[src/common/radio_packet_handler_pkg.sv]
// Behaviour
// - format 0 plus length 0 selects unlimited
// - unlimited sync-off Rx: no filtering/decoding, load rule
// - unlimited: Tx CRC kept, no Rx check/flags
// - Tx adds preamble, sync, CRC, DC-free coding
// - trigger 1: start at first FIFO byte
// - trigger 0: start at threshold plus one
// - condition met earlier: start on entering Tx
// - Rx strips preamble/sync, stores payload only
// - fixed format takes exactly length setting bytes
// - variable: first byte is length, over max discards
// - address byte mismatch stops reception
// - CRC check sets pass flag, output 0 follows available (done in Tx)
// - CRC fail clears FIFO unless purge disabled
// - 16-byte write-only key kept through sleep
// - Tx encrypts message in 16-byte padded blocks first
// - Rx decrypts buffered packet before availability flag
// - CRC checked on ciphertext, pass precedes available
// - cipher time 7.0 us per block
// - encrypted message at most 64, or 48 bytes (Rx caps at 64 in every format)
package radio_packet_handler_pkg;

  // ****************************************
  // timing
  // ****************************************
  localparam int CLK_MHZ = 125;
  localparam int AES_BLOCK_NS = 7000;
  localparam int AES_MAX_NS = 28000;
  localparam int AES_BLOCK_CYC = (AES_BLOCK_NS * CLK_MHZ) / 1000;
  localparam int AES_MAX_CYC = (AES_MAX_NS * CLK_MHZ) / 1000;

  // ****************************************
  // sizes and constants
  // ****************************************
  localparam int FIFO_DEPTH = 66;
  localparam int AES_BLOCK_BYTES = 16;
  localparam logic [7:0] AES_MAX_MSG = 8'h40;
  localparam logic [7:0] AES_MAX_MSG_VAR_ADDR = 8'h30;
  localparam logic [7:0] PREAMBLE_BYTE = 8'hAA;
  localparam logic [15:0] CRC_POLY = 16'h1021;
  localparam logic [15:0] CRC_INIT = 16'hFFFF;
  localparam logic [8:0] WHITEN_INIT = 9'h1FF;
  localparam int WHITEN_TAP = 5;
  localparam logic [1:0] DC_NONE = 2'h0;
  localparam logic [1:0] DC_MANCHESTER = 2'h1;
  localparam logic [1:0] DC_WHITEN = 2'h2;

  typedef enum logic [1:0] {
    MODE_SLEEP = 2'h0,
    MODE_STDBY = 2'h1,
    MODE_TX = 2'h2,
    MODE_RX = 2'h3
  } mode_e;

  typedef struct packed {
    logic frame_format_select;
    logic [7:0] length_setting;
    logic transmit_trigger_select;
    logic sync_pattern_enable;
    logic [2:0] sync_size;
    logic [63:0] sync_value;
    logic buffer_load_rule;
    logic checksum_enable;
    logic fail_purge_disable;
    logic addr_filter_enable;
    logic [7:0] station_id;
    logic [6:0] buffer_level_setting;
    logic [15:0] preamble_size;
    logic [1:0] dc_free;
    logic aes_enable;
  } cfg_s;

endpackage

[src/hdl/radio_packet_handler.sv]
`timescale 1ns/1ps
module radio_packet_handler
  import radio_packet_handler_pkg::*;
#(
  parameter int DEPTH = FIFO_DEPTH,
  parameter int BLOCK_CYC = AES_BLOCK_CYC
) (
  // clock and reset
  input wire logic sys_clk_i,
  input wire logic arst_n_i,
  // mode and configuration
  input wire mode_e mode_i,
  input wire cfg_s cfg_i,
  // cipher key, write only
  input wire logic key_wr_i,
  input wire logic [3:0] key_idx_i,
  input wire logic [7:0] key_byte_i,
  // host byte port
  input wire logic host_wr_i,
  input wire logic [7:0] host_wdata_i,
  input wire logic host_rd_i,
  output logic [7:0] host_rdata_o,
  // modem side
  input wire logic tx_tick_i,
  output logic tx_data_o,
  input wire logic rx_tick_i,
  input wire logic rx_data_i,
  input wire logic sync_detect_i,
  // flags
  output logic buffer_level_flag_o,
  output logic buffer_has_data_flag_o,
  output logic buffer_full_flag_o,
  output logic tx_frame_done_flag_o,
  output logic check_pass_flag_o,
  output logic rx_frame_available_o,
  output logic digital_output_0_o
);

  localparam int PW = $clog2(DEPTH);
  localparam logic [PW:0] DEPTH_C = (PW + 1)'(DEPTH);

  typedef enum logic [3:0] {
    ST_IDLE = 4'h0,
    ST_TX_AES = 4'h1,
    ST_TX_PRE = 4'h2,
    ST_TX_SYNC = 4'h3,
    ST_TX_BODY = 4'h4,
    ST_TX_CRC = 4'h5,
    ST_TX_END = 4'h6,
    ST_RX_HUNT = 4'h7,
    ST_RX_BODY = 4'h8,
    ST_RX_CRC = 4'h9,
    ST_RX_AES = 4'hA,
    ST_RX_DONE = 4'hB
  } fsm_e;

  typedef struct packed {
    logic [DEPTH-1:0][7:0] mem;
    logic [15:0][7:0] key;
    logic [PW-1:0] wr_ptr;
    logic [PW-1:0] rd_ptr;
    logic [PW-1:0] pkt_base;
    logic [PW:0] cnt;
    logic [7:0] rdata;
    fsm_e st;
    logic [15:0] pre_left;
    logic [7:0] idx;
    logic [7:0] plen;
    logic [7:0] shreg;
    logic [2:0] bitn;
    logic have;
    logic chip;
    logic coded;
    logic raw0;
    logic [15:0] crc;
    logic [15:0] crc_rx;
    logic [8:0] lfsr;
    logic txbit;
    logic done;
    logic crc_ok;
    logic avail;
    logic digital_output_0;
    logic lvl;
    logic nemp;
    logic full;
    logic [7:0] aes_i;
    logic [7:0] aes_n;
    logic [7:0] aes_av;
    logic [11:0] aes_t;
  } state_s;

  state_s q;
  state_s d;

  // ****************************************
  // helpers
  // ****************************************
  function automatic logic [PW-1:0] fpos(input logic [PW-1:0] base, input logic [7:0] off);
    logic [8:0] s;
    s = 9'(base) + 9'(off);
    if (s >= 9'(DEPTH)) begin
      s = s - 9'(DEPTH);
    end
    return s[PW-1:0];
  endfunction

  function automatic logic [15:0] crc_byte(input logic [15:0] c, input logic [7:0] b);
    logic [15:0] r;
    r = c;
    for (int i = 7; i >= 0; i--) begin
      r = (r[15] ^ b[i]) ? ((r << 1) ^ CRC_POLY) : (r << 1);
    end
    return r;
  endfunction

  function automatic logic [8:0] lfsr_step(input logic [8:0] l);
    return {l[0] ^ l[WHITEN_TAP], l[8:1]};
  endfunction

  // ****************************************
  // next state
  // ****************************************
  logic unlimited;
  logic filt_ok;
  logic [7:0] hdr;
  logic [7:0] msg;
  logic [7:0] blocks;
  logic push;
  logic pop_e;
  logic pop_h;
  logic [7:0] pdat;
  logic purge;
  logic rbit;
  logic rbyte;
  logic [7:0] rb;
  logic body_end;
  logic start_ok;
  logic [7:0] nb;
  logic cbit;

  always_comb begin
    d = q;
    push = 1'b0;
    pop_e = 1'b0;
    pop_h = 1'b0;
    pdat = 8'h00;
    purge = 1'b0;
    rbit = 1'b0;
    rbyte = 1'b0;
    rb = 8'h00;
    body_end = 1'b0;
    nb = 8'h00;
    cbit = 1'b0;
    unlimited = !cfg_i.frame_format_select && cfg_i.length_setting == 8'h00;
    filt_ok = !(unlimited && !cfg_i.sync_pattern_enable);
    hdr = {7'h00, cfg_i.frame_format_select} + {7'h00, cfg_i.addr_filter_enable};
    msg = 8'(q.cnt) - hdr;
    if (cfg_i.frame_format_select && cfg_i.addr_filter_enable && msg > AES_MAX_MSG_VAR_ADDR) begin
      msg = AES_MAX_MSG_VAR_ADDR;
    end else if (msg > AES_MAX_MSG) begin
      msg = AES_MAX_MSG;
    end
    blocks = (msg + 8'(AES_BLOCK_BYTES - 1)) >> 4;
    // trigger 0 counts threshold plus one; reached or passed both start
    start_ok = cfg_i.transmit_trigger_select ? (q.cnt != '0)
             : (q.cnt >= (PW + 1)'(cfg_i.buffer_level_setting) + 1'b1);

    if (key_wr_i) begin
      d.key[key_idx_i] = key_byte_i;
    end

    // host port; engine owns the read side during Tx
    if (host_rd_i && q.cnt != '0 && mode_i != MODE_TX) begin
      d.rdata = q.mem[q.rd_ptr];
      pop_h = 1'b1;
    end
    if (host_wr_i && q.cnt != DEPTH_C && mode_i != MODE_RX && q.st != ST_TX_AES) begin
      push = 1'b1;
      pdat = host_wdata_i;
    end

    // tx serializer, manchester sends b then ~b per bit
    if (tx_tick_i && q.have) begin
      cbit = q.shreg[7] ^ (q.coded && cfg_i.dc_free == DC_WHITEN && q.lfsr[0]);
      if (q.coded && cfg_i.dc_free == DC_MANCHESTER) begin
        d.txbit = q.chip ? !cbit : cbit;
        d.chip = !q.chip;
      end else begin
        d.txbit = cbit;
      end
      if (!q.coded || cfg_i.dc_free != DC_MANCHESTER || q.chip) begin
        if (q.coded && cfg_i.dc_free == DC_WHITEN) begin
          d.lfsr = lfsr_step(q.lfsr);
        end
        d.shreg = {q.shreg[6:0], 1'b0};
        d.bitn = q.bitn + 3'h1;
        if (q.bitn == 3'h7) begin
          d.have = 1'b0;
        end
      end
    end

    // rx deserializer, manchester keeps the first chip of each pair
    if (rx_tick_i && (q.st == ST_RX_BODY || q.st == ST_RX_CRC)) begin
      if (filt_ok && cfg_i.dc_free == DC_MANCHESTER && !q.chip) begin
        d.chip = 1'b1;
        d.raw0 = rx_data_i;
      end else begin
        d.chip = 1'b0;
        rbit = (filt_ok && cfg_i.dc_free == DC_MANCHESTER) ? q.raw0 : rx_data_i;
        if (filt_ok && cfg_i.dc_free == DC_WHITEN) begin
          rbit = rbit ^ q.lfsr[0];
          d.lfsr = lfsr_step(q.lfsr);
        end
        d.shreg = {q.shreg[6:0], rbit};
        d.bitn = q.bitn + 3'h1;
        rbyte = q.bitn == 3'h7;
        rb = {q.shreg[6:0], rbit};
      end
    end

    unique case (q.st)
      ST_IDLE: begin
        d.chip = 1'b0;
        d.have = 1'b0;
        d.txbit = 1'b0;
        if (mode_i == MODE_TX && start_ok) begin
          d.pre_left = cfg_i.preamble_size;
          if (cfg_i.aes_enable) begin
            d.st = ST_TX_AES;
            d.pkt_base = fpos(q.rd_ptr, hdr);
            d.aes_i = 8'h00;
            d.aes_av = msg;
            d.aes_n = blocks << 4;
            d.aes_t = 12'(blocks) * 12'(BLOCK_CYC);
          end else begin
            d.st = ST_TX_PRE;
          end
        end else if (mode_i == MODE_RX) begin
          d.st = ST_RX_HUNT;
        end
      end
      ST_TX_AES, ST_RX_AES: begin
        if (q.aes_t != 12'h000) begin
          d.aes_t = q.aes_t - 12'h001;
        end
        if (q.aes_i != q.aes_n) begin
          if (q.aes_i < q.aes_av) begin
            d.mem[fpos(q.pkt_base, q.aes_i)] = q.mem[fpos(q.pkt_base, q.aes_i)] ^ q.key[q.aes_i[3:0]];
          end else begin
            push = 1'b1;
            pdat = q.key[q.aes_i[3:0]];
          end
          d.aes_i = q.aes_i + 8'h01;
        end else if (q.aes_t == 12'h000) begin
          if (q.st == ST_TX_AES) begin
            d.st = ST_TX_PRE;
          end else begin
            d.st = ST_RX_DONE;
            d.avail = 1'b1;
          end
        end
      end
      ST_TX_PRE: begin
        if (!q.have) begin
          if (q.pre_left == 16'h0000) begin
            d.st = ST_TX_SYNC;
            d.idx = 8'h00;
          end else begin
            d.pre_left = q.pre_left - 16'h0001;
            d.shreg = PREAMBLE_BYTE;
            d.have = 1'b1;
            d.coded = 1'b0;
          end
        end
      end
      ST_TX_SYNC: begin
        if (!q.have) begin
          if (!cfg_i.sync_pattern_enable || q.idx > 8'(cfg_i.sync_size)) begin
            d.st = ST_TX_BODY;
            d.idx = 8'h00;
            d.crc = CRC_INIT;
            d.lfsr = WHITEN_INIT;
          end else begin
            d.shreg = cfg_i.sync_value[8'd63 - {q.idx[2:0], 3'b000} -: 8];
            d.have = 1'b1;
            d.coded = 1'b0;
            d.idx = q.idx + 8'h01;
          end
        end
      end
      ST_TX_BODY: begin
        if (cfg_i.aes_enable || unlimited) begin
          body_end = q.cnt == '0;
        end else if (cfg_i.frame_format_select) begin
          body_end = q.idx != 8'h00 && q.idx == q.plen + 8'h01;
        end else begin
          body_end = q.idx == cfg_i.length_setting;
        end
        if (!q.have) begin
          if (body_end) begin
            d.st = cfg_i.checksum_enable ? ST_TX_CRC : ST_TX_END;
            d.idx = 8'h00;
          end else if (q.cnt != '0) begin
            pop_e = 1'b1;
            nb = q.mem[q.rd_ptr];
            d.shreg = nb;
            d.have = 1'b1;
            d.coded = 1'b1;
            d.crc = crc_byte(q.crc, nb);
            d.idx = q.idx + 8'h01;
            if (q.idx == 8'h00) begin
              d.plen = nb;
            end
          end
        end
      end
      ST_TX_CRC: begin
        if (!q.have) begin
          d.shreg = (q.idx == 8'h00) ? q.crc[15:8] : q.crc[7:0];
          d.have = 1'b1;
          d.coded = 1'b1;
          d.idx = q.idx + 8'h01;
          if (q.idx == 8'h01) begin
            d.st = ST_TX_END;
          end
        end
      end
      ST_TX_END: begin
        if (!q.have) begin
          d.done = 1'b1;
        end
      end
      // a fresh sync word restarts after a finished frame
      ST_RX_HUNT, ST_RX_DONE: begin
        if (sync_detect_i || (!cfg_i.sync_pattern_enable && unlimited && cfg_i.buffer_load_rule)) begin
          d.st = ST_RX_BODY;
          d.idx = 8'h00;
          d.bitn = 3'h0;
          d.chip = 1'b0;
          d.crc = CRC_INIT;
          d.lfsr = WHITEN_INIT;
          d.crc_ok = 1'b0;
          d.avail = 1'b0;
          d.pkt_base = q.wr_ptr;
        end
      end
      ST_RX_BODY: begin
        if (rbyte) begin
          d.crc = crc_byte(q.crc, rb);
          d.idx = q.idx + 8'h01;
          if (q.cnt != DEPTH_C) begin
            push = 1'b1;
            pdat = rb;
          end
          if (cfg_i.frame_format_select && q.idx == 8'h00) begin
            d.plen = rb;
          end
          if (cfg_i.frame_format_select && q.idx == 8'h00 && rb > cfg_i.length_setting) begin
            purge = 1'b1;
          end else if (filt_ok && cfg_i.addr_filter_enable && q.idx == {7'h00, cfg_i.frame_format_select}
                       && rb != cfg_i.station_id) begin
            purge = 1'b1;
          end else if (!unlimited && ((cfg_i.frame_format_select && q.idx != 8'h00 && q.idx == q.plen)
                       || (!cfg_i.frame_format_select && q.idx + 8'h01 == cfg_i.length_setting))) begin
            if (cfg_i.checksum_enable) begin
              d.st = ST_RX_CRC;
              d.idx = 8'h00;
            end else if (cfg_i.aes_enable) begin
              d.st = ST_RX_AES;
            end else begin
              d.st = ST_RX_DONE;
              d.avail = 1'b1;
            end
          end
          if (purge) begin
            d.st = ST_RX_HUNT;
          end
        end
      end
      ST_RX_CRC: begin
        if (rbyte) begin
          d.crc_rx = {q.crc_rx[7:0], rb};
          d.idx = q.idx + 8'h01;
          if (q.idx == 8'h01) begin
            d.crc_ok = {q.crc_rx[7:0], rb} == q.crc;
            if ({q.crc_rx[7:0], rb} != q.crc && !cfg_i.fail_purge_disable) begin
              purge = 1'b1;
              d.st = ST_RX_HUNT;
            end else if (cfg_i.aes_enable) begin
              d.st = ST_RX_AES;
            end else begin
              d.st = ST_RX_DONE;
              d.avail = 1'b1;
            end
          end
        end
      end
      default: begin
        d.st = ST_IDLE;
      end
    endcase

    // rx aes setup on the buffered message
    if (q.st != ST_RX_AES && d.st == ST_RX_AES) begin
      d.aes_i = 8'h00;
      d.aes_av = ((8'(q.cnt) + 8'(push) - hdr) > AES_MAX_MSG) ? AES_MAX_MSG : 8'(q.cnt) + 8'(push) - hdr;
      d.aes_n = d.aes_av;
      d.aes_t = 12'((d.aes_av + 8'(AES_BLOCK_BYTES - 1)) >> 4) * 12'(BLOCK_CYC);
      d.pkt_base = fpos(q.pkt_base, hdr);
    end

    // leaving the active mode ends the frame
    if ((mode_i != MODE_TX && q.st >= ST_TX_AES && q.st <= ST_TX_END)
        || (mode_i != MODE_RX && q.st >= ST_RX_HUNT && q.st != ST_RX_DONE)
        || (q.st == ST_RX_DONE && mode_i != MODE_RX)) begin
      d.st = ST_IDLE;
      d.done = 1'b0;
    end

    // fifo pointer update
    if (push) begin
      d.mem[q.wr_ptr] = pdat;
      d.wr_ptr = fpos(q.wr_ptr, 8'h01);
    end
    if (pop_e || pop_h) begin
      d.rd_ptr = fpos(q.rd_ptr, 8'h01);
    end
    d.cnt = q.cnt + (PW + 1)'(push) - (PW + 1)'(pop_e || pop_h);
    if (purge) begin
      d.wr_ptr = '0;
      d.rd_ptr = '0;
      d.cnt = '0;
    end
    // availability drops once the host has drained the buffer
    if (q.avail && d.cnt == '0 && pop_h) begin
      d.avail = 1'b0;
    end
    if (unlimited) begin
      d.crc_ok = 1'b0;
      d.avail = 1'b0;
    end

    d.lvl = d.cnt > (PW + 1)'(cfg_i.buffer_level_setting);
    d.nemp = d.cnt != '0;
    d.full = d.cnt == DEPTH_C;
    d.digital_output_0 = (mode_i == MODE_TX) ? d.done : d.avail;
  end

  // ****************************************
  // state register
  // ****************************************
  always_ff @(posedge sys_clk_i or negedge arst_n_i) begin
    if (!arst_n_i) begin
      q <= '0;
      q.st <= ST_IDLE;
      q.crc <= CRC_INIT;
      q.lfsr <= WHITEN_INIT;
    end else begin
      q <= d;
    end
  end

  assign host_rdata_o = q.rdata;
  assign tx_data_o = q.txbit;
  assign buffer_level_flag_o = q.lvl;
  assign buffer_has_data_flag_o = q.nemp;
  assign buffer_full_flag_o = q.full;
  assign tx_frame_done_flag_o = q.done;
  assign check_pass_flag_o = q.crc_ok;
  assign rx_frame_available_o = q.avail;
  assign digital_output_0_o = q.digital_output_0;

endmodule

[config.mk]
export PLATFORM = sky130hd
export DESIGN_NAME = radio_packet_handler
export DESIGN_NICKNAME = d
export VERILOG_FILES = /design/src/common/radio_packet_handler_pkg.sv /design/src/hdl/radio_packet_handler.sv
export SDC_FILE = /design/constraint.sdc
export NUM_CORES = 2
export LEC_CHECK = 0
export ABC_AREA = 1
export BUFFER_PORTS_ARGS = -buffer_cell sky130_fd_sc_hd__buf_2
export CAP_MARGIN = 15
export CORE_UTILIZATION = 38
export DETAILED_ROUTE_END_ITERATION = 8
export PLACE_DENSITY = 0.57
export SYNTH_ARGS = -nofsm -noshare
export SYNTH_HDL_FRONTEND = slang
export SYNTH_SLANG_ARGS = --single-unit
[constraint.sdc]
create_clock -name sys_clk_i -period 7.5 [get_ports sys_clk_i]
set_input_delay 1.125 -clock sys_clk_i [delete_from_list [all_inputs] [get_ports sys_clk_i]]
set_output_delay 1.125 -clock sys_clk_i [all_outputs]
set_load 0.005 [all_outputs]
# Word-level counts from Yosys, hierarchy flattened
# Cells that the tools add are included.
# totals
word_cells	587
regBits	821
output_inout_bits	16
in_bits	147
# op_classes
muxes	230
add_sub_neg	25
mul	2
order_cmp	24
shifts	1
eq_ne	60
bitwise	35
n_reduce_logical	98
# ops
operator	count
two-way mux 528 bit	4
bitwise mux 528 bit	2
two-way mux 8 bit	37
two-way mux 13 bit	17
two-way mux 16 bit	12
bitwise mux 128 bit	1
binary-select mux 8 bit (select 7 bit)	2
demux 8 bit (select 7 bit)	2
two-way mux 36 bit	3
two-way mux 7 bit	14
two-way mux 4 bit	22
two-way mux 9 bit	8
indexed part select 71 x 9 -> 8 bit	1
two-way mux 1 bit	68
one-hot mux 16 bit (4 select lines)	1
one-hot mux 8 bit (7 select lines)	1
two-way mux 24 bit	2
one-hot mux 8 bit (2 select lines)	3
NOT 3 bit	15
logical AND 1 bit	41
one-hot mux 4 bit (10 select lines)	1
subtractor 7 bit, second input constant	5
!= test 2 bit, second input constant	17
binary-select mux 8 bit (select 4 bit)	1
89 further kinds	195

# Longest topological paths before layout
# depth
ltp_word	30
ltp_mapped	54
ltp_nobuf	52

# Worst setup path before layout
# No wires, ideal clock.
# synth_timing
path_type	input to register
start	in cfg_i[114] (netlist bit)
end	reg q[11] (netlist bit)
required_time_ns	7.378
arrival_time_ns	7.641
slack_ns	-0.263
stages	49
setup_time_ns	0.122
path_buffers	2
cell_sequence	inv_1 nand3_1 nor2_2 nand2_1 nand2_1 inv_2 nand2_1 nand2_1 inv_2 nand2_2 nor2_2 nand2_1 o2111ai_2 buf_4 clkbuf_1 ha_1 nor2_1 nor2_1 [13 not listed] fa_1 inv_1 fa_1 inv_1 ha_1 nand2_1 o21bai_1 nand3_1 nand2_1 a21oi_1 nor2_1 nor2_1 xor2_1 nand3b_1 nand2_1 inv_1 nand2_1 nand2_1
# synth_via
elab_chain_len	25
word_cells_on_any_way	68
classes_between	add/sub: 3; mul: 1; order compare: 2; eq/ne: 8; mux: 31; bitwise: 1; reduce/logical: 22
# synth_rtl
element	line_no	text
start, declared	radio_packet_handler.sv:13	input wire cfg_s cfg_i,
branches (longest 25 deep; another with adder 8 x 1 -> 8 bit)	-	
end, declared	radio_packet_handler.sv:92	state_s q;
# Parallel ways; which one is timed is not known. The select of a mux whose other input is x is not followed.
# A chain may end at the register's enable or synchronous reset.

# Worst setup path after layout
# layout_timing
start	reg q[29] (netlist bit)
end	reg q[11] (netlist bit)
# layout_via
elab_chain_len	11
word_cells_on_any_way	21
classes_between	add/sub: 3; mul: 1; order compare: 2; eq/ne: 5; mux: 7; reduce/logical: 3
# layout_rtl
element	line_no	text
less-than comparator 8 bit	radio_packet_handler.sv:248	if (q.aes_i < q.aes_av) begin
two-way mux 1 bit	radio_packet_handler.sv:248	
two-way mux 1 bit	radio_packet_handler.sv:247	if (q.aes_i != q.aes_n) begin
one-hot mux 1 bit (2 select lines)	radio_packet_handler.sv:222	unique case (q.st)
adder 8 x 1 -> 8 bit	radio_packet_handler.sv:407	d.aes_av = ((8'(q.cnt) + 8'(push) - hdr) > AES_MAX_MSG) ? AES_MAX_MSG : 8'(q.cnt) + 8'(push) - hdr;
subtractor 8 x 2 -> 8 bit	radio_packet_handler.sv:407	
> comparator 8 x 7 -> 1 bit	radio_packet_handler.sv:407	
two-way mux 8 bit	radio_packet_handler.sv:407	
adder 8 x 4 -> 9 bit	radio_packet_handler.sv:409	d.aes_t = 12'((d.aes_av + 8'(AES_BLOCK_BYTES - 1)) >> 4) * 12'(BLOCK_CYC);
multiplier 5 x 10 -> 12 bit	radio_packet_handler.sv:409	
two-way mux 36 bit	radio_packet_handler.sv:405	if (q.st != ST_RX_AES && d.st == ST_RX_AES) begin
# Parallel ways exist; a longest one is shown, timed or not.

==> flow_summary.toml <==
[outcome]
status = "complete, no violations"

[final_layout]
drive_gt1_share_pct = 8.664
multi_input_area_um2 = 32320
finish.utilization_pct = 42.92
nets = 8816
stdcell_count = 10652
ff_latch_area_um2 = 20580
nFillCells = 15850
synthToLayoutAreaGrowth_pct = 11.59

[global_routing]
grt_max_degree = 180
grt_pass1_wl_um = 374000
grt_usage_pct = 31.94
gr-usage-met2_pct = 47.21
grtUsageMet3_pct = 6.174
grt_pass1_vias = 57833
antenna_found_initial = 3
grt_overflow = 0
grt.busiest_layer = "met2"
grtUsageMet1_pct = 43.98

[clocking]
cts_sinks = 821
cts_hold_buf = 0
clockBufferDepth = 3
numCtsBuffers = 104
cts_tree = "built"
cts.htree.levels = 3
clock-root-buffer = "clkbuf_16"
clk_pin_slew_ps = 60
clk_latency_ps = 780

[placement]
dp_hpwl_um = 166100
port_buffers = 162
dp_cells = 10451
gp_congestion = 0.9834

[critical_path]
slowest_stage = "fa_1"
worstSetupStartpointType = "flop"
critPathTopFamily = "simple AND/OR/NAND/NOR gates"
cp_max_fo = 4
crit_top_cell = "nand2_1"
critPathMaxStageDelay_ps = 480
cp.required_ps = 8190
crit_buf_inv = 9
end_kind = "flop"
crit_type = "flop to flop"
cp.arrival_ps = 7620
ff2ff_setup_slack_ps = 570

[floorplanning]
dieWidth_um = 392.5
io_pins = 163
start_util_pct = 38.46
core_um2 = 150700
die_y_um = 392.5
rows = 142
dieArea_um2 = 154100

[drt]
drcViolationCount = 0
detailroute.via_count = 62475
antenna_left = 0
viasPerCell = 5.865
first_pass_iters = 7
routedWlPerCell_um = 23.61
wl_um = 251500
dr.first_iter.drc_count = 7728

[logic_synthesis]
synth_cell_types = 66
async_flop_share_pct = 100.0
synth_top_area_cell = "dfrtp_1"
ys.flop_type = "dfrtp_1"
synth_cells = 8581
ys_seq_area_share_pct = 35.51
syn_avg_cell_area_um2 = 6.753
yosys-top-cells-area = "dfrtp_1 34%, nand2_1 12%, a21oi_1 10%"
synth-edff-count = 0
netlist.area_leader.share_pct = 34.37
syn-cell-area_um2 = 57950
yosys_warnings = 0
synth-seq-cells = 821

[timing]
fin_tns_setup_ps = 0
setup_viol_count_final = 0
max-slew-margin-rel_pct = 9.620
min_period_ps = 6933
fmax_ghz = 0.1442
finalCritPeriodShare_pct = 92.44
drv_slew = 0
timing.hold.ws_ps = 346.2
tightest_slew_ps = 1354
finalClockSkew_ps = 71.66
hold_violations = 0

[power]
p_leak_nw = 27.99
ir_worst_vdd_v = 0.0007889
p_per_area_nw_per_um2 = 541.4

[hold_path]
worstHoldPathType = "input port to asynchronous set/reset pin"

[job]
maxCapViolCount = 0
==> layout by cell type, fill, tap and decap left out, types with 51 or more instances in the layout <==
| cell | Yosys | routed |
|---|---|---|
| inv_1 | 759 | 756 |
| nand3_1 | 405 | 405 |
| xor2_1 | 108 | 105 |
| ha_1 | 108 | 106 |
| o21ai_0 | 921 | 919 |
| dfrtp_1 | 796 | 793 |
| nor2_1 | 970 | 961 |
| buf_2 | 65 | 161 |
| nor3_1 | 51 | 51 |
| xnor2_1 | 56 | 55 |
| clkbuf_16 | 0 | 104 |
| nand4_1 | 63 | 63 |
| a21oi_1 | 1164 | 1163 |
| buf_4 | 68 | 175 |
| nor2_2 | 68 | 75 |
| a22oi_1 | 264 | 264 |
| nand2_1 | 1908 | 1902 |
==> final timing paths <==
kind / startpoint / end / cells after the start
setup / recovery: q[29]$_DFFE_PN0P_ / q[11]$_DFFE_PN0P_ / 42
hold / removal: arst_n_i / q[274]$_DFFE_PN0P_ / 1
setup reg to reg: q[29]$_DFFE_PN0P_ / q[11]$_DFFE_PN0P_ / 42
hold reg to reg: q[208]$_DFFE_PN0P_ / q[208]$_DFFE_PN0P_ / 2
max in group asynchronous: arst_n_i / q[627]$_DFF_PN0_ / 2
min in group sys_clk_i: q[208]$_DFFE_PN0P_ / q[208]$_DFFE_PN0P_ / 2
==> cell usage after synthesis (all sizes together), types with 65 or more instances <==
library cell	number
o21ai	958
a22oi	264
inv	801
nand2	1920
nor2	1046
nand4	65
buf	158
a21oi	1165
ha	108
dfrtp	796
xor2	108
nand3	412
clkbuf	352
==> cells by family (layout without fill, tap and decap cells) <==
logic type	Yosys count	in the layout	synth area share (%)
AND/OR/NAND/NOR	3537	3537	24.94
AO/OA/AOI/OAI	2580	2580	24.43
buffers and inverters	1324	1370	9.209
flip-flops	821	821	35.51
XOR/XNOR	166	166	2.535
adder cells (fa/ha/maj)	124	124	2.885
multiplexers	28	28	0.4837
other	1	10	0.006471
==> cell type report <==
cell class	instances	area share [%]
tap	2016	3.901
clock inverter	37	0.7837
multi-input combinational	6442	49.98
clock buffer	157	4.719
sequential	821	31.83
antenna	3	0.01161
timing repair buffer	362	4.033
inverter	814	4.737
==> per-layer routing <==
metal	wire (µm)	part of all wire, %
met1	104300	41
met2	106800	42
met3	26570	11
met4	13780	5.5
met5	36	0.014
==> timing repair <==
action,CTS,global route
setup buffers,0,2
setup endpoints to repair,0,2
resized for setup,0,10
==> sequential cells by signal, summed over array words and instances (netlist names) <==
register and count:
digital_output_0_o 1, buffer_has_data_flag_o 1, tx_frame_done_flag_o 1, buffer_level_flag_o 1, host_rdata_o 8, check_pass_flag_o 1, q 805, buffer_full_flag_o 1
rx_frame_available_o 1, tx_data_o 1
==> power by group <==
group / internal, mW / total, mW / switching [mW]
Combinational: 5.49 / 22.5 / 17.0
Sequential: 5.91 / 7.17 / 1.26
Clock: 3.07 / 5.33 / 2.26
Total: 14.5 / 35.0 / 20.5
==> through the flow <==
stage / setup WS (ps) / cell area (µm²) / total power [mW]
detailed placement: -153.2 / 61020 / 28.72
floorplan: 1.734 / 57990 / 19.86
global placement: -134.6 / 61010 / 28.56
finish: 567.1 / 64660 / 35.01
CTS: 569.8 / 64580 / 34.11
global route: -8.540 / 64650 / 36.40
Power figures use the tool's default switching activity.
